### src/pkg/crcsn_pkg.sv
// package: register map, field layout, timing and carrier types of the crc snoop block
package crcsn_pkg;

  // register bus
  localparam int          AXI_ADDR_W       = 8;
  localparam logic [7:0]  OFF_CTRL         = 8'h00;
  localparam logic [7:0]  OFF_INPUT        = 8'h04;
  localparam logic [7:0]  OFF_RESULT       = 8'h08;
  localparam logic [7:0]  OFF_SNOOP        = 8'h0C;
  localparam logic [7:0]  OFF_STATUS       = 8'h10;
  localparam logic [1:0]  RESP_OKAY        = 2'h0;
  localparam logic [1:0]  RESP_SLVERR      = 2'h2;

  // field positions
  localparam int          CTRL_POLY_BIT    = 0;
  localparam int          SAR_WR_BIT       = 15;
  localparam int          SAR_RD_BIT       = 14;
  localparam int          SAR_ADDR_W       = 14;
  localparam int          STATUS_BUSY_BIT  = 0;
  localparam int          STATUS_OVF_BIT   = 1;

  // reset values
  localparam logic        RST_POLY         = 1'b0;
  localparam logic [15:0] RST_SAR          = 16'h0000;
  localparam logic [15:0] RST_CRC          = 16'h0000;
  localparam logic [7:0]  RST_INPUT        = 8'h00;

  // generator polynomials, msb-first form without the x^16 term
  localparam logic [15:0] POLY_CCITT       = 16'h1021;
  localparam logic [15:0] POLY_CRC16       = 16'h8005;

  // lowest peripheral address that may be snooped is strictly above this
  localparam logic [15:0] SNOOP_FLOOR      = 16'h0020;

  // clock 100 MHz; a byte is folded within two cycles of its capture, three if a preset or a coinciding snooped byte holds it back
  localparam int          CLK_PERIOD_NS    = 10;
  localparam int          UPDATE_CYCLES    = 2;
  localparam int          BUF_DEPTH        = 2;

  typedef enum logic [2:0] {
    SEL_CTRL   = 3'b000,
    SEL_INPUT  = 3'b001,
    SEL_RESULT = 3'b010,
    SEL_SNOOP  = 3'b011,
    SEL_STATUS = 3'b100,
    SEL_NONE   = 3'b111
  } crcsn_sel_e;

  // one transfer seen on the peripheral register bus
  typedef struct packed {
    logic        valid;
    logic        write;
    logic        word;
    logic [15:0] addr;
    logic [15:0] data;
  } crcsn_snoop_s;

  // a byte travelling towards the crc engine
  typedef struct packed {
    logic       valid;
    logic [7:0] data;
  } crcsn_byte_s;

endpackage

### src/rtl/crcsn_byte_fifo.sv
// two-entry byte buffer between the capture logic and the crc engine
`timescale 1ns/1ps
module crcsn_byte_fifo #(
  parameter int WIDTH = 8,
  parameter int DEPTH = 2
) (
  // clock, reset, enable
  input  wire logic             aclk,
  input  wire logic             aresetn,
  input  wire logic             ce,
  // fill side
  input  wire logic             in_valid,
  input  wire logic [WIDTH-1:0] in_data,
  output logic                  in_ready,
  // drain side
  output logic                  out_valid,
  output logic [WIDTH-1:0]      out_data,
  input  wire logic             out_ready
);

  localparam int PTR_W = (DEPTH > 1) ? $clog2(DEPTH) : 1;

  typedef struct packed {
    logic [DEPTH-1:0][WIDTH-1:0] mem;
    logic [PTR_W-1:0]            wr_ptr;
    logic [PTR_W-1:0]            rd_ptr;
    logic [PTR_W:0]              count;
  } crcsn_fifo_s;

  crcsn_fifo_s r_q;
  crcsn_fifo_s r_d;
  logic        push;
  logic        pop;

  function automatic logic [PTR_W-1:0] bump(input logic [PTR_W-1:0] p);
    if (p == PTR_W'(DEPTH - 1)) begin
      return '0;
    end
    return p + PTR_W'(1);
  endfunction

  assign in_ready  = (r_q.count != (PTR_W + 1)'(DEPTH));
  assign out_valid = (r_q.count != '0);
  assign out_data  = r_q.mem[r_q.rd_ptr];
  assign push      = in_valid && in_ready;
  assign pop       = out_valid && out_ready;

  always_comb begin
    r_d = r_q;
    if (push) begin
      r_d.mem[r_q.wr_ptr] = in_data;
      r_d.wr_ptr          = bump(r_q.wr_ptr);
    end
    if (pop) begin
      r_d.rd_ptr = bump(r_q.rd_ptr);
    end
    if (push && !pop) begin
      r_d.count = r_q.count + (PTR_W + 1)'(1);
    end else if (pop && !push) begin
      r_d.count = r_q.count - (PTR_W + 1)'(1);
    end
  end

  always_ff @(posedge aclk) begin
    if (!aresetn) begin
      r_q <= '0;
    end else if (ce) begin
      r_q <= r_d;
    end
  end

endmodule // crcsn_byte_fifo

### src/rtl/crcsn_crc_engine.sv
// byte-serial crc-16 engine with two selectable polynomials
`timescale 1ns/1ps
module crcsn_crc_engine (
  // clock, reset, enable
  input  wire logic        aclk,
  input  wire logic        aresetn,
  input  wire logic        ce,
  // configuration
  input  wire logic        poly_sel,
  // preset of the running code
  input  wire logic        load,
  input  wire logic [15:0] load_value,
  // byte stream
  input  wire logic        in_valid,
  input  wire logic [7:0]  in_byte,
  output logic             in_ready,
  // running code
  output logic [15:0]      crc
);

  typedef struct packed {
    logic [15:0] crc;
  } crcsn_eng_s;

  crcsn_eng_s r_q;
  crcsn_eng_s r_d;

  // fold one byte, msb first
  function automatic logic [15:0] crc_step(input logic [15:0] c_in, input logic [7:0] b, input logic sel);
    logic [15:0] c;
    logic [15:0] poly;
    logic        fb;
    c    = c_in;
    poly = sel ? crcsn_pkg::POLY_CRC16 : crcsn_pkg::POLY_CCITT; // RULE1
    for (int i = 7; i >= 0; i--) begin
      fb = c[15] ^ b[i];
      c  = {c[14:0], 1'b0};
      if (fb) begin
        c = c ^ poly;
      end
    end
    return c;
  endfunction

  // a preset from software takes the cycle, so the stream waits
  assign in_ready = !load;
  assign crc      = r_q.crc;

  always_comb begin
    r_d = r_q;
    if (load) begin
      r_d.crc = load_value;
    end else if (in_valid) begin
      r_d.crc = crc_step(r_q.crc, in_byte, poly_sel); // RULE2 RULE3 RULE5
    end
  end

  always_ff @(posedge aclk) begin
    if (!aresetn) begin
      r_q.crc <= crcsn_pkg::RST_CRC;
    end else if (ce) begin
      r_q <= r_d;
    end
  end

endmodule // crcsn_crc_engine

### src/rtl/crcsn_top.sv
// crc calculator with peripheral bus snoop behind an axi4-lite register slave
//
// Behaviour
// RULE1 - code uses either the CCITT or the CRC-16 generator polynomial, as selected.
// RULE2 - the code is 16 bits and covers a block of whole bytes.
// RULE3 - every byte delivered to the input register is folded and the result updated.
// RULE4 - software presets the result register before feeding the first byte of a block.
// RULE5 - each byte's update completes within two clock cycles after the byte arrives; here a byte held back by a coinciding snooped byte or a preset takes three.
// RULE6 - only peripheral addresses above 0x0020 can be snooped; lower ones never are.
// RULE7 - snoop address register holds target; its two top bits enable read, write snoop.
// RULE8 - a snooped write to the target captures the byte and updates the result.
// RULE9 - a snooped read of the target captures the returned byte and updates the result.
// RULE10 - one byte per update; a word access contributes only its low byte.
// RULE11 - snooping is passive and adds no cycles to the peripheral bus.
// RULE12 - one configuration bit picks the polynomial: zero CCITT, one CRC-16.
// RULE13 - a software byte coinciding with a snooped byte is kept; both fold in order.
//
// Chosen here: register access over AXI4-Lite and the placing of the registers.
`timescale 1ns/1ps
module crcsn_top (
  // clock, reset, enable
  input  wire logic                                aclk,
  input  wire logic                                aresetn,
  input  wire logic                                ce,
  // axi4-lite write address
  input  wire logic [crcsn_pkg::AXI_ADDR_W-1:0]    s_axi_awaddr,
  input  wire logic [2:0]                          s_axi_awprot,
  input  wire logic                                s_axi_awvalid,
  output logic                                     s_axi_awready,
  // axi4-lite write data
  input  wire logic [31:0]                         s_axi_wdata,
  input  wire logic [3:0]                          s_axi_wstrb,
  input  wire logic                                s_axi_wvalid,
  output logic                                     s_axi_wready,
  // axi4-lite write response
  output logic [1:0]                               s_axi_bresp,
  output logic                                     s_axi_bvalid,
  input  wire logic                                s_axi_bready,
  // axi4-lite read address
  input  wire logic [crcsn_pkg::AXI_ADDR_W-1:0]    s_axi_araddr,
  input  wire logic [2:0]                          s_axi_arprot,
  input  wire logic                                s_axi_arvalid,
  output logic                                     s_axi_arready,
  // axi4-lite read data
  output logic [31:0]                              s_axi_rdata,
  output logic [1:0]                               s_axi_rresp,
  output logic                                     s_axi_rvalid,
  input  wire logic                                s_axi_rready,
  // peripheral register bus, observed only
  input  wire crcsn_pkg::crcsn_snoop_s             snoop_bus
);

  typedef struct packed {
    logic                                 aw_have;
    logic [crcsn_pkg::AXI_ADDR_W-1:0]     aw_addr;
    logic                                 w_have;
    logic [31:0]                          w_data;
    logic [3:0]                           w_strb;
    logic                                 bvalid;
    logic [1:0]                           bresp;
    logic                                 rvalid;
    logic [1:0]                           rresp;
    logic [31:0]                          rdata;
    logic                                 poly_q;
    logic [15:0]                          sar_q;
    logic [7:0]                           in_byte_q;
    logic                                 pend_v;
    logic [7:0]                           pend_b;
    logic                                 ovf_q;
  } crcsn_regs_s;

  crcsn_regs_s           r_q;
  crcsn_regs_s           r_d;
  crcsn_pkg::crcsn_sel_e wr_sel;
  crcsn_pkg::crcsn_sel_e rd_sel;
  crcsn_pkg::crcsn_byte_s snoop_byte;
  crcsn_pkg::crcsn_byte_s push_byte;
  logic                  wr_go;
  logic                  aw_take;
  logic                  w_take;
  logic                  ar_take;
  logic                  fifo_in_ready;
  logic                  fifo_out_valid;
  logic [7:0]            fifo_out_data;
  logic                  eng_ready;
  logic                  eng_load;
  logic [15:0]           eng_load_value;
  logic [15:0]           crc_value;
  logic                  addr_ok;
  logic                  dir_ok;

  // word address decode, low two bits ignored
  function automatic crcsn_pkg::crcsn_sel_e decode(input logic [crcsn_pkg::AXI_ADDR_W-1:0] a);
    logic [7:0] w;
    w = {a[7:2], 2'b00};
    if (w == crcsn_pkg::OFF_CTRL) begin
      return crcsn_pkg::SEL_CTRL;
    end else if (w == crcsn_pkg::OFF_INPUT) begin
      return crcsn_pkg::SEL_INPUT;
    end else if (w == crcsn_pkg::OFF_RESULT) begin
      return crcsn_pkg::SEL_RESULT;
    end else if (w == crcsn_pkg::OFF_SNOOP) begin
      return crcsn_pkg::SEL_SNOOP;
    end else if (w == crcsn_pkg::OFF_STATUS) begin
      return crcsn_pkg::SEL_STATUS;
    end
    return crcsn_pkg::SEL_NONE;
  endfunction

  // byte-lane merge of a 16-bit register
  function automatic logic [15:0] merge16(input logic [15:0] old, input logic [15:0] nw, input logic [1:0] strb);
    logic [15:0] m;
    m = old;
    if (strb[0]) begin
      m[7:0] = nw[7:0];
    end
    if (strb[1]) begin
      m[15:8] = nw[15:8];
    end
    return m;
  endfunction

  assign wr_sel = decode(r_q.aw_addr);
  assign rd_sel = decode(s_axi_araddr);

  // handshakes are frozen while the clock enable is low
  assign s_axi_awready = ce && !r_q.aw_have;
  assign s_axi_wready  = ce && !r_q.w_have;
  assign s_axi_arready = ce && !r_q.rvalid;
  assign s_axi_bvalid  = r_q.bvalid;
  assign s_axi_bresp   = r_q.bresp;
  assign s_axi_rvalid  = r_q.rvalid;
  assign s_axi_rresp   = r_q.rresp;
  assign s_axi_rdata   = r_q.rdata;

  assign aw_take = s_axi_awvalid && s_axi_awready;
  assign w_take  = s_axi_wvalid && s_axi_wready;
  assign ar_take = s_axi_arvalid && s_axi_arready;

  // a write to the input register waits while a software byte is still pending
  assign wr_go = r_q.aw_have && r_q.w_have && !r_q.bvalid
              && !((wr_sel == crcsn_pkg::SEL_INPUT) && r_q.pend_v);

  assign eng_load       = wr_go && (wr_sel == crcsn_pkg::SEL_RESULT); // RULE4
  assign eng_load_value = merge16(crc_value, r_q.w_data[15:0], r_q.w_strb[1:0]);

  // passive snoop match: no signal goes back to the peripheral bus
  assign addr_ok = (snoop_bus.addr > crcsn_pkg::SNOOP_FLOOR) // RULE6
                && (snoop_bus.addr == {{(16 - crcsn_pkg::SAR_ADDR_W){1'b0}},
                                       r_q.sar_q[crcsn_pkg::SAR_ADDR_W-1:0]}); // RULE7
  assign dir_ok  = snoop_bus.write ? r_q.sar_q[crcsn_pkg::SAR_WR_BIT]  // RULE8
                                   : r_q.sar_q[crcsn_pkg::SAR_RD_BIT]; // RULE9
  assign snoop_byte.valid = snoop_bus.valid && addr_ok && dir_ok; // RULE11
  assign snoop_byte.data  = snoop_bus.data[7:0]; // RULE10

  // snooped byte goes first; the pending software byte follows when the slot is free
  always_comb begin
    if (snoop_byte.valid) begin
      push_byte = snoop_byte;
    end else begin
      push_byte.valid = r_q.pend_v; // RULE13
      push_byte.data  = r_q.pend_b;
    end
  end

  always_comb begin
    r_d = r_q;

    if (aw_take) begin
      r_d.aw_have = 1'b1;
      r_d.aw_addr = s_axi_awaddr;
    end
    if (w_take) begin
      r_d.w_have = 1'b1;
      r_d.w_data = s_axi_wdata;
      r_d.w_strb = s_axi_wstrb;
    end
    if (r_q.bvalid && s_axi_bready) begin
      r_d.bvalid = 1'b0;
    end

    // software byte leaves the pending slot when it reaches the buffer
    if (!snoop_byte.valid && r_q.pend_v && fifo_in_ready) begin
      r_d.pend_v = 1'b0; // RULE13
    end
    if (push_byte.valid && fifo_in_ready) begin
      r_d.in_byte_q = push_byte.data; // RULE3
    end
    // a snooped byte that finds the buffer full is flagged, not lost silently
    if (snoop_byte.valid && !fifo_in_ready) begin
      r_d.ovf_q = 1'b1;
    end

    if (wr_go) begin
      r_d.aw_have = 1'b0;
      r_d.w_have  = 1'b0;
      r_d.bvalid  = 1'b1;
      r_d.bresp   = crcsn_pkg::RESP_OKAY;
      case (wr_sel)
        crcsn_pkg::SEL_CTRL: begin
          if (r_q.w_strb[0]) begin
            r_d.poly_q = r_q.w_data[crcsn_pkg::CTRL_POLY_BIT]; // RULE12
          end
        end
        crcsn_pkg::SEL_INPUT: begin
          if (r_q.w_strb[0]) begin
            r_d.pend_v = 1'b1; // RULE13
            r_d.pend_b = r_q.w_data[7:0];
          end
        end
        crcsn_pkg::SEL_RESULT: begin
          r_d.bresp = crcsn_pkg::RESP_OKAY;
        end
        crcsn_pkg::SEL_SNOOP: begin
          r_d.sar_q = merge16(r_q.sar_q, r_q.w_data[15:0], r_q.w_strb[1:0]); // RULE7
        end
        crcsn_pkg::SEL_STATUS: begin
          // write one clears; a fresh overflow in the same cycle wins
          if (r_q.w_strb[0] && r_q.w_data[crcsn_pkg::STATUS_OVF_BIT]
              && !(snoop_byte.valid && !fifo_in_ready)) begin
            r_d.ovf_q = 1'b0;
          end
        end
        default: begin
          r_d.bresp = crcsn_pkg::RESP_SLVERR;
        end
      endcase
    end

    if (r_q.rvalid && s_axi_rready) begin
      r_d.rvalid = 1'b0;
    end
    if (ar_take) begin
      r_d.rvalid = 1'b1;
      r_d.rresp  = crcsn_pkg::RESP_OKAY;
      r_d.rdata  = '0;
      case (rd_sel)
        crcsn_pkg::SEL_CTRL: begin
          r_d.rdata[crcsn_pkg::CTRL_POLY_BIT] = r_q.poly_q;
        end
        crcsn_pkg::SEL_INPUT: begin
          r_d.rdata[7:0] = r_q.in_byte_q;
        end
        crcsn_pkg::SEL_RESULT: begin
          r_d.rdata[15:0] = crc_value;
        end
        crcsn_pkg::SEL_SNOOP: begin
          r_d.rdata[15:0] = r_q.sar_q;
        end
        crcsn_pkg::SEL_STATUS: begin
          r_d.rdata[crcsn_pkg::STATUS_BUSY_BIT] = r_q.pend_v || fifo_out_valid;
          r_d.rdata[crcsn_pkg::STATUS_OVF_BIT]  = r_q.ovf_q;
        end
        default: begin
          r_d.rresp = crcsn_pkg::RESP_SLVERR;
        end
      endcase
    end
  end

  always_ff @(posedge aclk) begin
    if (!aresetn) begin
      r_q           <= '0;
      r_q.poly_q    <= crcsn_pkg::RST_POLY;
      r_q.sar_q     <= crcsn_pkg::RST_SAR;
      r_q.in_byte_q <= crcsn_pkg::RST_INPUT;
    end else if (ce) begin
      r_q <= r_d;
    end
  end

  crcsn_byte_fifo #(
    .WIDTH (8),
    .DEPTH (crcsn_pkg::BUF_DEPTH)
  ) u_buf (
    .aclk      (aclk),
    .aresetn   (aresetn),
    .ce        (ce),
    .in_valid  (push_byte.valid),
    .in_data   (push_byte.data),
    .in_ready  (fifo_in_ready),
    .out_valid (fifo_out_valid),
    .out_data  (fifo_out_data),
    .out_ready (eng_ready)
  );

  crcsn_crc_engine u_eng (
    .aclk       (aclk),
    .aresetn    (aresetn),
    .ce         (ce),
    .poly_sel   (r_q.poly_q),
    .load       (eng_load),
    .load_value (eng_load_value),
    .in_valid   (fifo_out_valid),
    .in_byte    (fifo_out_data),
    .in_ready   (eng_ready),
    .crc        (crc_value)
  );

endmodule // crcsn_top

### config.mk
export PLATFORM = sky130hd
export DESIGN_NAME = crcsn_top
export DESIGN_NICKNAME = d
export VERILOG_FILES = /design/src/pkg/crcsn_pkg.sv /design/src/rtl/crcsn_byte_fifo.sv /design/src/rtl/crcsn_crc_engine.sv /design/src/rtl/crcsn_top.sv
export SDC_FILE = /design/constraint.sdc
export NUM_CORES = 1
export LEC_CHECK = 0
export BUFFER_PORTS_ARGS = -buffer_cell sky130_fd_sc_hd__buf_2
export CAP_MARGIN = 20
export CORE_MARGIN = 1
export CORE_UTILIZATION = 56
export CTS_BUF_LIST = sky130_fd_sc_hd__clkbuf_2
export DETAILED_ROUTE_END_ITERATION = 10
export HOLD_SLACK_MARGIN = 0.08
export PLACE_DENSITY = 0.84
export SLEW_MARGIN = 15
export SYNTH_ARGS = -nofsm -noshare
export SYNTH_HDL_FRONTEND = slang
export SYNTH_SLANG_ARGS = --single-unit
### constraint.sdc
create_clock -name aclk -period 3.4 [get_ports aclk]
set_clock_uncertainty 0.2 [all_clocks]
set_input_delay 0.34 -clock aclk [delete_from_list [all_inputs] [get_ports aclk]]
set_output_delay 0.34 -clock aclk [all_outputs]
set_load 0.05 [all_outputs]
### After elaboration in Yosys (flattened, before gate mapping)

Cells that the tools add are included.

| cells by class | value |
|---|---|
| $lt $le $gt $ge | 4 |
| bitwise logic cells | 16 |
| equal/unequal tests | 20 |
| add/sub/neg operators | 4 |
| reductions and logical operators | 68 |
| mux-type cells | 87 |

Operator list:

| kind | count |
|---|---|
| $mux 16 | 25 |
| $xor 16x16->16 | 8 |
| $mux 8 | 5 |
| $mux 3 | 13 |
| $mux 37 | 1 |
| $mux 9 | 4 |
| $mux 35 | 1 |
| $mux 1 | 27 |
| $logic_and 1x1->1 | 26 |
| $eq 6x2->1 const B | 4 |
| $reduce_and 2->1 | 11 |
| $pmux 6 s3 | 1 |
| $bwmux 16 | 1 |
| $eq 16x14->1 | 1 |
| $gt 16x6->1 const B | 1 |
| $pmux 8 s2 | 1 |
| $reduce_and 4->1 | 4 |
| $reduce_bool 2->1 | 7 |
| $eq 3x2->1 const B | 4 |
| $eq 6x1->1 const B | 2 |
| $eq 6x3->1 const B | 2 |
| $logic_not 6->1 | 2 |
| $logic_not 1->1 | 11 |
| $mux 10 | 1 |
| other kinds (17) | 36 |

| word-level totals | value |
|---|---|
| bits in registers | 139 |
| output and inout bits | 41 |
| input bits | 101 |

### Depth between registers and ports, before layout

Gate-level depths: netlist of the first run.

| logic depth | value |
|---|---|
| depth after elaboration | 41 |
| depth in mapped cells | 10 |

### Cells and area by module

A second synthesis of the first run with hierarchy kept.

| unflattened totals | value |
|---|---|
| cell total of the unflattened synthesis | 746 |
| area total of the unflattened synthesis | 6,505.0 um^2 |

By module, submodules not included:

| module | cells each | times used | area each (um^2) | seq. area each (um^2) |
|---|---|---|---|---|
| crcsn_top | 500 | 1 | 4,254.1 | 1,621.6 |
| crcsn_crc_engine | 153 | 1 | 1,305.0 | 320.3 |
| crcsn_byte_fifo | 93 | 1 | 945.9 | 400.4 |

### Worst setup path after synthesis of the first run

OpenSTA, ideal clock, no wires.

| timing path | value |
|---|---|
| path kind | flip-flop to flip-flop |
| start | reg r_q, in the netlist s_axi_rvalid |
| end | reg r_q, in the netlist s_axi_rdata[2] |
| cell stages (with the launch flop) | 8 |
| required time | 3.141 ns |
| arrival | 2.677 ns |
| setup slack | 0.463 ns |
| cell sequence | dfxtp_1 -> nor2b_1 -> nand2_1 -> nor4_1 -> nor2b_1 -> o21ai_0 -> o21ai_0 -> and2_1 |

| on the way | value |
|---|---|
| longest elaborated chain between the ends | 4 |

RTL lines:

| what | RTL line | source |
|---|---|---|
| from (decl) | crcsn_top.sv:72 | `crcsn_regs_s r_q;` |
| from (signal assigned) | crcsn_top.sv:268 | `r_q <= r_d;` |
| $logic_not 1->1 | crcsn_top.sv:129 | `assign s_axi_arready = ce && !r_q.rvalid;` |
| $logic_and 1x1->1 | crcsn_top.sv:129 |  |
| net s_axi_arready | crcsn_top.sv:43 | `output logic s_axi_arready,` |
| $logic_and 1x1->1 | crcsn_top.sv:138 | `assign ar_take = s_axi_arvalid && s_axi_arready;` |
| $reduce_and 2->1 (no line) | -- |  |

The timed path passes the listed nets, and every way through them passes these cells.
A chain may end at the register's enable or synchronous reset.

### Worst setup path after layout of the first run

| timing path | value |
|---|---|
| start | reg r_q, in the netlist s_axi_rvalid |
| end | reg r_q, in the netlist s_axi_rdata[0] |

| on the way | value |
|---|---|
| longest elaborated chain between the ends | 4 |

RTL lines:

| what | RTL line |
|---|---|
| $logic_not 1->1 | crcsn_top.sv:129 |
| $logic_and 1x1->1 | crcsn_top.sv:129 |
| $logic_and 1x1->1 | crcsn_top.sv:138 |
| $reduce_and 2->1 (no line) | -- |

No other way between the ends.

==> impl_results.md, run 1 <==
* Status: complete, no violations
* Via Count at between 5000 and 6000
* Maximum fanout along the worst path at 4
* Number of synthesized flops with an enable pin at 0
* Final period util at 0.924
* Placed Area at about 6400 um2
* Sequential share of the synthesized area at 0.383
* 1st-iter DRT viols at 375
* Cell area power density at 408 nW/um2
* Clock Sinks at 117
* Diodes inserted at 0
* Commonest cells in the synthesized netlist: dfxtp_1, nand2_1, nor2_1, mux2i_1
* GRT Residual Overflow at 0
* Largest cells by area after synthesis: dfxtp_1, mux2i_1, nand2_1
* Post-synthesis register bit count at 117
* Final min period at 3140 ps
* Clock transition at the registers of the reported paths at 170 ps
* Hold WC Path Type: in2reg
* Clock Path Buffers at 2
* Yosys top cell by area: dfxtp_1
* Number of H-tree levels at 4
* Drt wl/cell at 17.3 um
* Core Area at 10500 um2
* Synth Cell Area at a little over 6000 um2
* Die footprint at between 10000 and 15000 um2
* First-pass GRT wire length at 26.9 mm
* Setup TNS Final at 0 ps
* TritonCTS clock tree: yes
* Remaining DRCs at 0
* Crit. End Element: register
* Yosys warnings at 0
* Placer Congestion at 0.933
* Max-slew violations at 0
* CP startpoint: s_axi_rvalid
* Share of layout cells above drive strength 1 at 0.211
* Placed cells at 856
* Post-synth top flop: dfxtp_1
* F_max at 0.318 GHz
* HPWL after detailed placement at 11.3 mm
* Top Ports at 142
* Total CTS buffers at 17
* Initial Util at 0.585
* Final setup viols at 0
* Critical Path Start Type: register
* Type of the worst setup path: reg2reg
* Routed wire length at 16.8 mm
* Max_cap viols at 0
* Max_slew headroom at 0.432
* IO buf count at 86
* Hold slack at approximately 120 ps
* Ys async rst share at 0
* Area Growth Syn to Fin at 23.7%
* Final Hold Viols at 0
* Remaining antenna violation count at 0
* Die W at 107 um
* Synth Instances at 677
* Maximum vdd drop at 0.000262 V
* Initial antenna violation count at 0
* Root Buffer: clkbuf_2
* GRT Util Overall at 0.308
* Layout Nets at 923
* Crit path DAT at 3560 ps
* Total setup buffers inserted after CTS at 0
* Most frequent cell after synthesis: dfxtp_1
* Design Area, Final at 7570 um2
* Synth top area share at 0.383
* Worst skew pair latency at just under 700 ps
* Die H at 107 um
* FP Rows at 37
* Worst r2r src: s_axi_rvalid
* Pre-Repair DR Iteration Count at 8
* Via density at 5.75
* Average cell area after synthesis at 9.04 um2
* Post-Layout Cell Count at 970
* Number of global-route vias before repair at 5515
* Count of cell types in the netlist at 60
* Leak at 3.10 nW
* Fin util at 0.723
* RSZ-0062 raised after global routing: no
* Hold_sp: ce
* Critical Path RT at 3820 ps
* Worst slew pin tran at 851 ps
* Largest net degree at the start of global routing at 63
-- worst paths after layout --
path | slack (ps) | cells after the start | end
max | 260 | 9 | s_axi_rdata[0]
min | 120 | 4 | s_axi_bvalid
max reg2reg | 260 | 9 | s_axi_rdata[0]
min reg2reg | 290 | 2 | r_q[74]
-- metal layers --
layer	wire length, um	vias up	GRT usage
met3	1080	67	0.0674
met5	0	-	0
li1	-	2587	-
met4	719	0	0.160
met1	6810	2640	0.359
met2	8180	283	0.527
-- registers in the layout, indices dropped and copies added, names as in the netlist --
| register | count |
|---|---|
| s_axi_bresp | 1 |
| s_axi_bvalid | 1 |
| u_buf.r_q | 20 |
| s_axi_rresp | 1 |
| s_axi_rvalid | 1 |
| s_axi_rdata | 16 |
| u_eng.crc | 16 |
| r_q | 61 |
-- where the power goes --
group	internal, mW	switching [mW]
combinational	0.242	0.283
sequential	1.41	0.0608
clock	0.562	0.526
-- logic make-up after synthesis --
group,synth area share
flops,0.383
fa+ha+maj,0.00204
buf+inv,0.0705
mux,0.102
xor+xnor,0.102
simple gates,0.186
other cells,0.000613
compound gates,0.154
-- area by class of cell --
class / instances / area, um2
multi-input cells: 502 / 3420
fillers: 747 / 2900
flip-flops and latches: 117 / 2340
repair buffers: 178 / 1330
clock inverters: 11 / 181
well taps: 136 / 170
clock buffers: 21 / 105
inverters: 5 / 18.8
-- placed cells by master (no fill, tap or decap), types with 7 or more instances in the layout --
master and n:
a21boi_0 23, a21oi_1 19, a22oi_1 8, and2_1 19, buf_2 86, buf_4 10, clkbuf_2 21, conb_1 18
dfxtp_1 117, dlygate4sd3_1 82, mux2_2 13, mux2i_1 45, nand2_1 92, nand2b_1 9, nand3_1 12, nand4_1 7
nor2_1 47, nor2b_1 31, o211ai_1 7, o21ai_0 28, o221a_2 19, xnor2_1 36, xor2_1 8
-- timing repair --
action / in CTS / in global routing
endpoints found under the hold margin: 79 / 0
hold buffers: 82 / 0
endpoints found under the setup margin: 0 / 1
resized for setup: 0 / 3
-- critical path, stage by stage (launching register included) --
cell,delay [ps]
dfxtp_1,390
nor2b_4,200
nand2_1,110
nor4_2,150
dlygate4sd3_1,590
buf_4,130
o211ai_1,70
dlygate4sd3_1,560
a21boi_0,140
dlygate4sd3_1,560
-- per-stage QoR --
| step | power [mW] | setup slack (ps) |
|---|---|---|
| floorplan | 1.83 | 463 |
| global placement | 1.92 | 516 |
| detailed placement | 1.94 | 281 |
| CTS | 3.06 | 100 |
| global route | 3.20 | 72.1 |
| finish | 3.08 | 260 |
Note: power is estimated with default switching activity, not from simulation.
==> run 2, diff against run 1 <==
--- a/config.mk
+++ b/config.mk
@@ -7,12 +7,15 @@
 export LEC_CHECK = 0
 export BUFFER_PORTS_ARGS = -buffer_cell sky130_fd_sc_hd__buf_2
 export CAP_MARGIN = 20
+export CELL_PAD_IN_SITES_DETAIL_PLACEMENT = 0
+export CELL_PAD_IN_SITES_GLOBAL_PLACEMENT = 1
 export CORE_MARGIN = 1
-export CORE_UTILIZATION = 56
+export CORE_UTILIZATION = 42
 export CTS_BUF_LIST = sky130_fd_sc_hd__clkbuf_2
 export DETAILED_ROUTE_END_ITERATION = 10
 export HOLD_SLACK_MARGIN = 0.08
 export PLACE_DENSITY = 0.84
+export RECOVER_POWER = 50
 export SLEW_MARGIN = 15
 export SYNTH_ARGS = -nofsm -noshare
 export SYNTH_HDL_FRONTEND = slang
==> constraint.sdc (replaced) <==
create_clock -name aclk -period 3.4 [get_ports aclk]
set_clock_uncertainty 0.2 [all_clocks]
set_input_delay 0.68 -clock aclk [delete_from_list [all_inputs] [get_ports aclk]]
set_output_delay 0.68 -clock aclk [all_outputs]
set_load 0.05 [all_outputs]
==> run 2 against run 1 <==
Net effect: design area is 6.4% lower; die area rose by 33%; worst setup slack better by 170 ps; clock-buffer cell count is 2 lower; sequential cell count did not move; worst hold slack better by 50 ps; via count decreased by 7.4%; non-clock buffer count down 42; critical path depth decreased by 2; register-to-register slack improved by 170 ps; clock power fell by 15%.
==> impl_results.md, run 2 (synthesized netlist as in run 1, its figures left out) <==
* GRT Util Overall at 0.231
* HPWL after detailed placement at 12.1 mm
* Setup TNS Final at 0 ps
* Final worst setup slack at 427 ps
* Biggest regs: r_q: 61 flops, u_buf.r_q: 20 flops
* GRT Residual Overflow at 0
* Pre-Repair DR Iteration Count at 5
* Layout Nets at between 800 and 900
* Max reg flops at 61
* Routed wire length at 16.2 mm
* Die W at ~120 um
* Remaining antenna violation count at 0
* Most flops, register: r_q
* Max_cap viols at 0
* Number of global-route vias before repair at 5052
* Via Count at 5164
* Critical Path Start Type: register
* RSZ-0062 raised after global routing: no
* Clock Path Buffers at 2
* Fillers at 1332
* Share of layout cells above drive strength 1 at 0.189
* FP Rows at between 40 and 50
* Type of the worst setup path: reg2reg
* F_max at between 0.3 and 0.4 GHz
* Maximum vdd drop at 0.000208 V
* Most common cell after layout, fill and taps aside: dfxtp_1
* Leak at between 2 and 3 nW
* Status: complete, no violations
* Top Ports at 142
* Worst slew pin tran at about 1000 ps
* 1st-iter DRT viols at between 300 and 400
* Final min period at 2970 ps
* Root Buffer: clkbuf_2
* Clock transition at the registers of the reported paths at 160 ps
* Area Growth Syn to Fin at 15.8%
* Initial Util at 0.436
* Clock Sinks at about 120
* Critical Path RT at 3800 ps
* Die footprint at 15100 um2
* Maximum fanout along the worst path at 8
* Worst skew pair latency at around 700 ps
* Remaining DRCs at 0
* Most frequent cells in the layout: dfxtp_1, nand2_1, buf_2
* Largest net degree at the start of global routing at 45
* Final Hold Viols at 0
* First-pass GRT wire length at about 26 mm
* Hold WC Path Type: in2reg
* Number of H-tree levels at 4
* IO buf count at 86
* Setup WS pre-CTS at 69.7 ps
* Final setup viols at 0
* Core Area at 14000 um2
* Cell area power density at 406 nW/um2
* Max-slew violations at 0
* Die H at 123 um
* Total CTS buffers at 17
* Reg2Reg Setup Slack at 430 ps
* Final period util at 0.874
* Total setup buffers inserted after CTS at 0
* Crit. End Element: register
* Placer Congestion at 0.913
* Drt wl/cell at 16.7 um
* Initial antenna violation count at 1
* Via density at 5.31
* TritonCTS clock tree: yes
* Crit path DAT at about 3400 ps
* Max_slew headroom at 0.306
-- run 2: changes by cell type in the layout (fill, tap and decap cells not counted), moves of 14 or more --
cell	delta
and2_0	+14
and2_1	-14
buf_2	-21
clkbuf_1	+24
dlygate4sd3_1	-46
-- run 2: final timing paths --
check | from | endpoint | cells after the start
setup reg to reg | u_buf.r_q[2] | u_eng.crc[0] | 7
setup / recovery | u_buf.r_q[2] | u_eng.crc[0] | 7
hold reg to reg | s_axi_rdata[0] | s_axi_rdata[0] | 2
hold / removal | s_axi_araddr[6] | s_axi_rresp[1] | 4
-- run 2: area by class of cell --
type                    count  area [um2]  area share
diodes                      1        2.50    0.000353
clock inverters            13         139      0.0196
clock buffers              19        95.1      0.0134
flip-flops and latches    117        2340       0.331
multi-input cells         502        3400       0.480
repair buffers            136         858       0.121
inverters                   5        18.8     0.00265
well taps                 180         225      0.0318
-- run 2: routing by layer --
metal	global-route usage	wire (um)	up-vias	part of all wire
met3	0.0539	911	31	0.056
met1	0.287	7170	2443	0.44
met4	0.114	515	0	0.032
li1	-	-	2505	-
met5	0	0	-	0
met2	0.373	7610	185	0.47
-- run 2: timing repair --
action / 4_1_cts / 5_1_grt
hold buffers: 36 / 0
setup endpoints to repair: 0 / 0
hold endpoints to repair: 30 / 0
resized for setup: 0 / 0
-- run 2: stage by stage --
step / hold slack [ps] / area (um2) / utilization / power [mW] / instances
final: 170 / 7080 / 0.504 / 2.88 / 973
after global routing: 132 / 7080 / 0.504 / 3.00 / 973
after CTS: 101 / 7120 / 0.507 / 2.89 / 972
after detailed placement: 272 / 6530 / 0.465 / 1.95 / 904
after global placement: 258 / 6530 / 0.465 / 1.94 / 904
after floorplan: 244 / 6180 / - / 1.83 / 694
-- run 2: where the power goes --
part | total [mW] | internal [mW] | switching [mW] | leakage [nW]
Combinational | 0.481 | 0.209 | 0.272 | 1.67
Clock | 0.924 | 0.401 | 0.523 | 0.150
Sequential | 1.47 | 1.41 | 0.0613 | 0.946
Total | 2.88 | 2.02 | 0.856 | 2.77
-- run 2: critical path, cell delays in order (launching register included) --
cell and delay (ps):
dfxtp_1 710, mux2i_2 440, xnor2_4 210, xnor3_2 530, xor3_1 360, mux2i_1 170
xor2_1 170, a21oi_1 80
==> run 3, diff against run 2 <==
--- a/config.mk
+++ b/config.mk
@@ -10,11 +10,11 @@
 export CELL_PAD_IN_SITES_DETAIL_PLACEMENT = 0
 export CELL_PAD_IN_SITES_GLOBAL_PLACEMENT = 1
 export CORE_MARGIN = 1
-export CORE_UTILIZATION = 42
+export CORE_UTILIZATION = 38
 export CTS_BUF_LIST = sky130_fd_sc_hd__clkbuf_2
 export DETAILED_ROUTE_END_ITERATION = 10
 export HOLD_SLACK_MARGIN = 0.08
-export PLACE_DENSITY = 0.84
+export PLACE_DENSITY = 0.8
 export RECOVER_POWER = 50
 export SLEW_MARGIN = 15
 export SYNTH_ARGS = -nofsm -noshare
==> constraint.sdc (replaced) <==
create_clock -name aclk -period 2.4 [get_ports aclk]
set_clock_uncertainty 0.2 [all_clocks]
set_input_delay 0.48 -clock aclk [delete_from_list [all_inputs] [get_ports aclk]]
set_output_delay 0.48 -clock aclk [all_outputs]
set_load 0.05 [all_outputs]
==> run 3 against run 2 <==
Net effect: the run now ends with negative setup slack left; highest routed layer unchanged; sequential cell count did not move; worst hold slack got worse by 48 ps; clock power rose by 66%; worst setup slack got worse by 490 ps; wire length rose by 11%.
==> impl_results.md, run 3 (synthesized netlist as in run 1, its figures left out) <==
* TritonCTS clock tree: yes
* Placer Congestion at 0.914
* Type of the worst setup path: reg2reg
* Final min period at 2460 ps
* Final worst setup slack at -60.9 ps
* Placed Area at 7050 um2
* Largest net degree at the start of global routing at 40
* Routed wire length at 18.1 mm
* Critical path depth at 9
* Die footprint at 16600 um2
* Critical Path Start Type: register
* Core Area at about 16000 um2
* Tot Pwr at 4.54 mW
* Reg2Reg Setup Slack at -60 ps
* GRT Residual Overflow at 0
* Sequential cell area at roughly 2400 um2
* Max_cap viols at 0
* IO buf count at 86
* Pre-Repair DR Iteration Count at 5
* Leak at 3.41 nW
* HPWL after detailed placement at roughly 13 mm
* Design Area, Final at 8260 um2
* Status: finished with violations
* CP dominant cell by count: buf_12
* Number of H-tree levels at 4
* Clock transition at the registers of the reported paths at 180 ps
* R2R cell count at 9
* Area occupied by multi-input gates at 3640 um2
* Worst slew pin tran at 751 ps
* Number of global-route vias before repair at between 5000 and 6000
* Most flops, register: r_q
* Buf+Inv Stages, Crit Path at 2
* Die W at 129 um
* Final period util at 1.03
* Cell area power density at 549 nW/um2
* Max reg flops at 61
* Clock Path Buffers at 2
* Diodes inserted at 0
* Most common cell after layout, fill and taps aside: dfxtp_1
* Final Hold Viols at 0
* Worst r2r src: u_buf.r_q[2]
* Remaining DRCs at 0
* Via Count at about 5500
* Biggest regs: r_q: 61 flops, u_buf.r_q: 20 flops
* Worst hold path cell count at 5
* Max_slew headroom at 0.499
* Final setup viols at 3
* Most frequent cells in the layout: dfxtp_1, nand2_1, buf_4
* Slowest stage delay, CP at between 400 and 500 ps
* Layout Nets at 974
* Share of layout cells above drive strength 1 at 0.313
* Initial Util at 0.387
* Violated checks: negative setup slack
* CP startpoint: u_buf.r_q[2]
* RSZ-0062 raised after global routing: yes
* Slowest cell on the critical path: xnor3_2
* Clock Sinks at around 120
* Setup WS pre-CTS at -509 ps
* F_max at around 0.41 GHz
* Worst path cell trace: buf_12 -> buf_12 -> mux2i_4 -> xnor2_4 -> xnor3_2 -> xor3_1 -> mux2i_1 -> xor2_1 -> a21oi_1
* Critical Path RT at 2830 ps
* Maximum vdd drop at 0.000323 V
* CP top delay family: XOR/XNOR gates
* Worst skew pair latency at slightly above 700 ps
* Hold WC Path Type: in2reg
* Root Buffer: clkbuf_2
* Max-slew violations at 0
* Maximum fanout along the worst path at 6
* Crit. End Element: register
* First-pass GRT wire length at 27.7 mm
* Initial antenna violation count at 0
* FP Rows at 46
* Hold_sp: s_axi_arvalid
* GRT Util Overall at 0.224
* Drt wl/cell at 16.4 um
* Die H at 129 um
* 1st-iter DRT viols at 359
* Total CTS buffers at 17
* Top Ports at approximately 140
* Remaining antenna violation count at 0
* Area Growth Syn to Fin at 35.0%
* Fillers at 1482
* Via density at approximately 5.0
* Crit path DAT at about 2900 ps
[run 3: cell types whose count changed in the layout (fill, tap and decap cells not counted), sizes merged]
| cell | previous run | this run |
|---|---|---|
| diode | 1 | 0 |
| bufinv | 3 | 5 |
| buf | 76 | 143 |
| dlygate4sd3 | 36 | 60 |
| clkbuf | 43 | 45 |
| clkinv | 9 | 6 |
[run 3: final cells by class]
class / count / area share
multi-input combinational: 502 / 0.440
timing repair buffer: 229 / 0.206
inverter: 5 / 0.00227
clock buffer: 19 / 0.0115
sequential: 117 / 0.285
clock inverter: 12 / 0.0224
tap: 216 / 0.0327
[run 3: power by group]
group          internal, mW  switching, mW
combinational         0.472          0.457
clock                 0.778          0.752
sequential             2.00         0.0791
total                  3.25           1.29
[run 3: timing repair]
action | CTS | global route
setup endpoints to repair | 12 | 50
hold buffers | 60 | 0
endpoints found under the hold margin | 69 | 0
buffers inserted | 5 | 13
gates resized for setup | 3 | 40
pin swaps | 4 | 22
[run 3: worst paths after layout]
path | end
setup reg to reg | u_eng.crc[0]
setup / recovery | u_eng.crc[0]
hold reg to reg | s_axi_rdata[0]
hold / removal | s_axi_rdata[0]
[run 3: metal layers]
metal  GRT usage  vias to the layer above  routed length [um]
met1       0.287                     2597                8110
met5           0                        -                   0
met3      0.0499                       33                 973
li1            -                     2691                   -
met2       0.364                      161                8550
met4      0.0934                        0                 437
[run 3: through the flow]
step / cells / TNS, ps / utilization / hold slack, ps
after CTS: 1087 / -115 / 0.505 / 82.8
after global placement: 991 / -10100 / 0.446 / 263
after detailed placement: 991 / -11260 / 0.446 / 272
final: 1100 / -103 / 0.522 / 122
after floorplan: 694 / -211 / - / 244
after global routing: 1100 / -1240 / 0.522 / 122
[run 3: worst reg2reg max path: stages (launching register included)]
cell and delay (ps):
dfxtp_2 380, buf_12 120, buf_12 100, mux2i_4 300, xnor2_4 150, xnor3_2 490
xor3_1 210, mux2i_1 180, xor2_1 170, a21oi_1 80
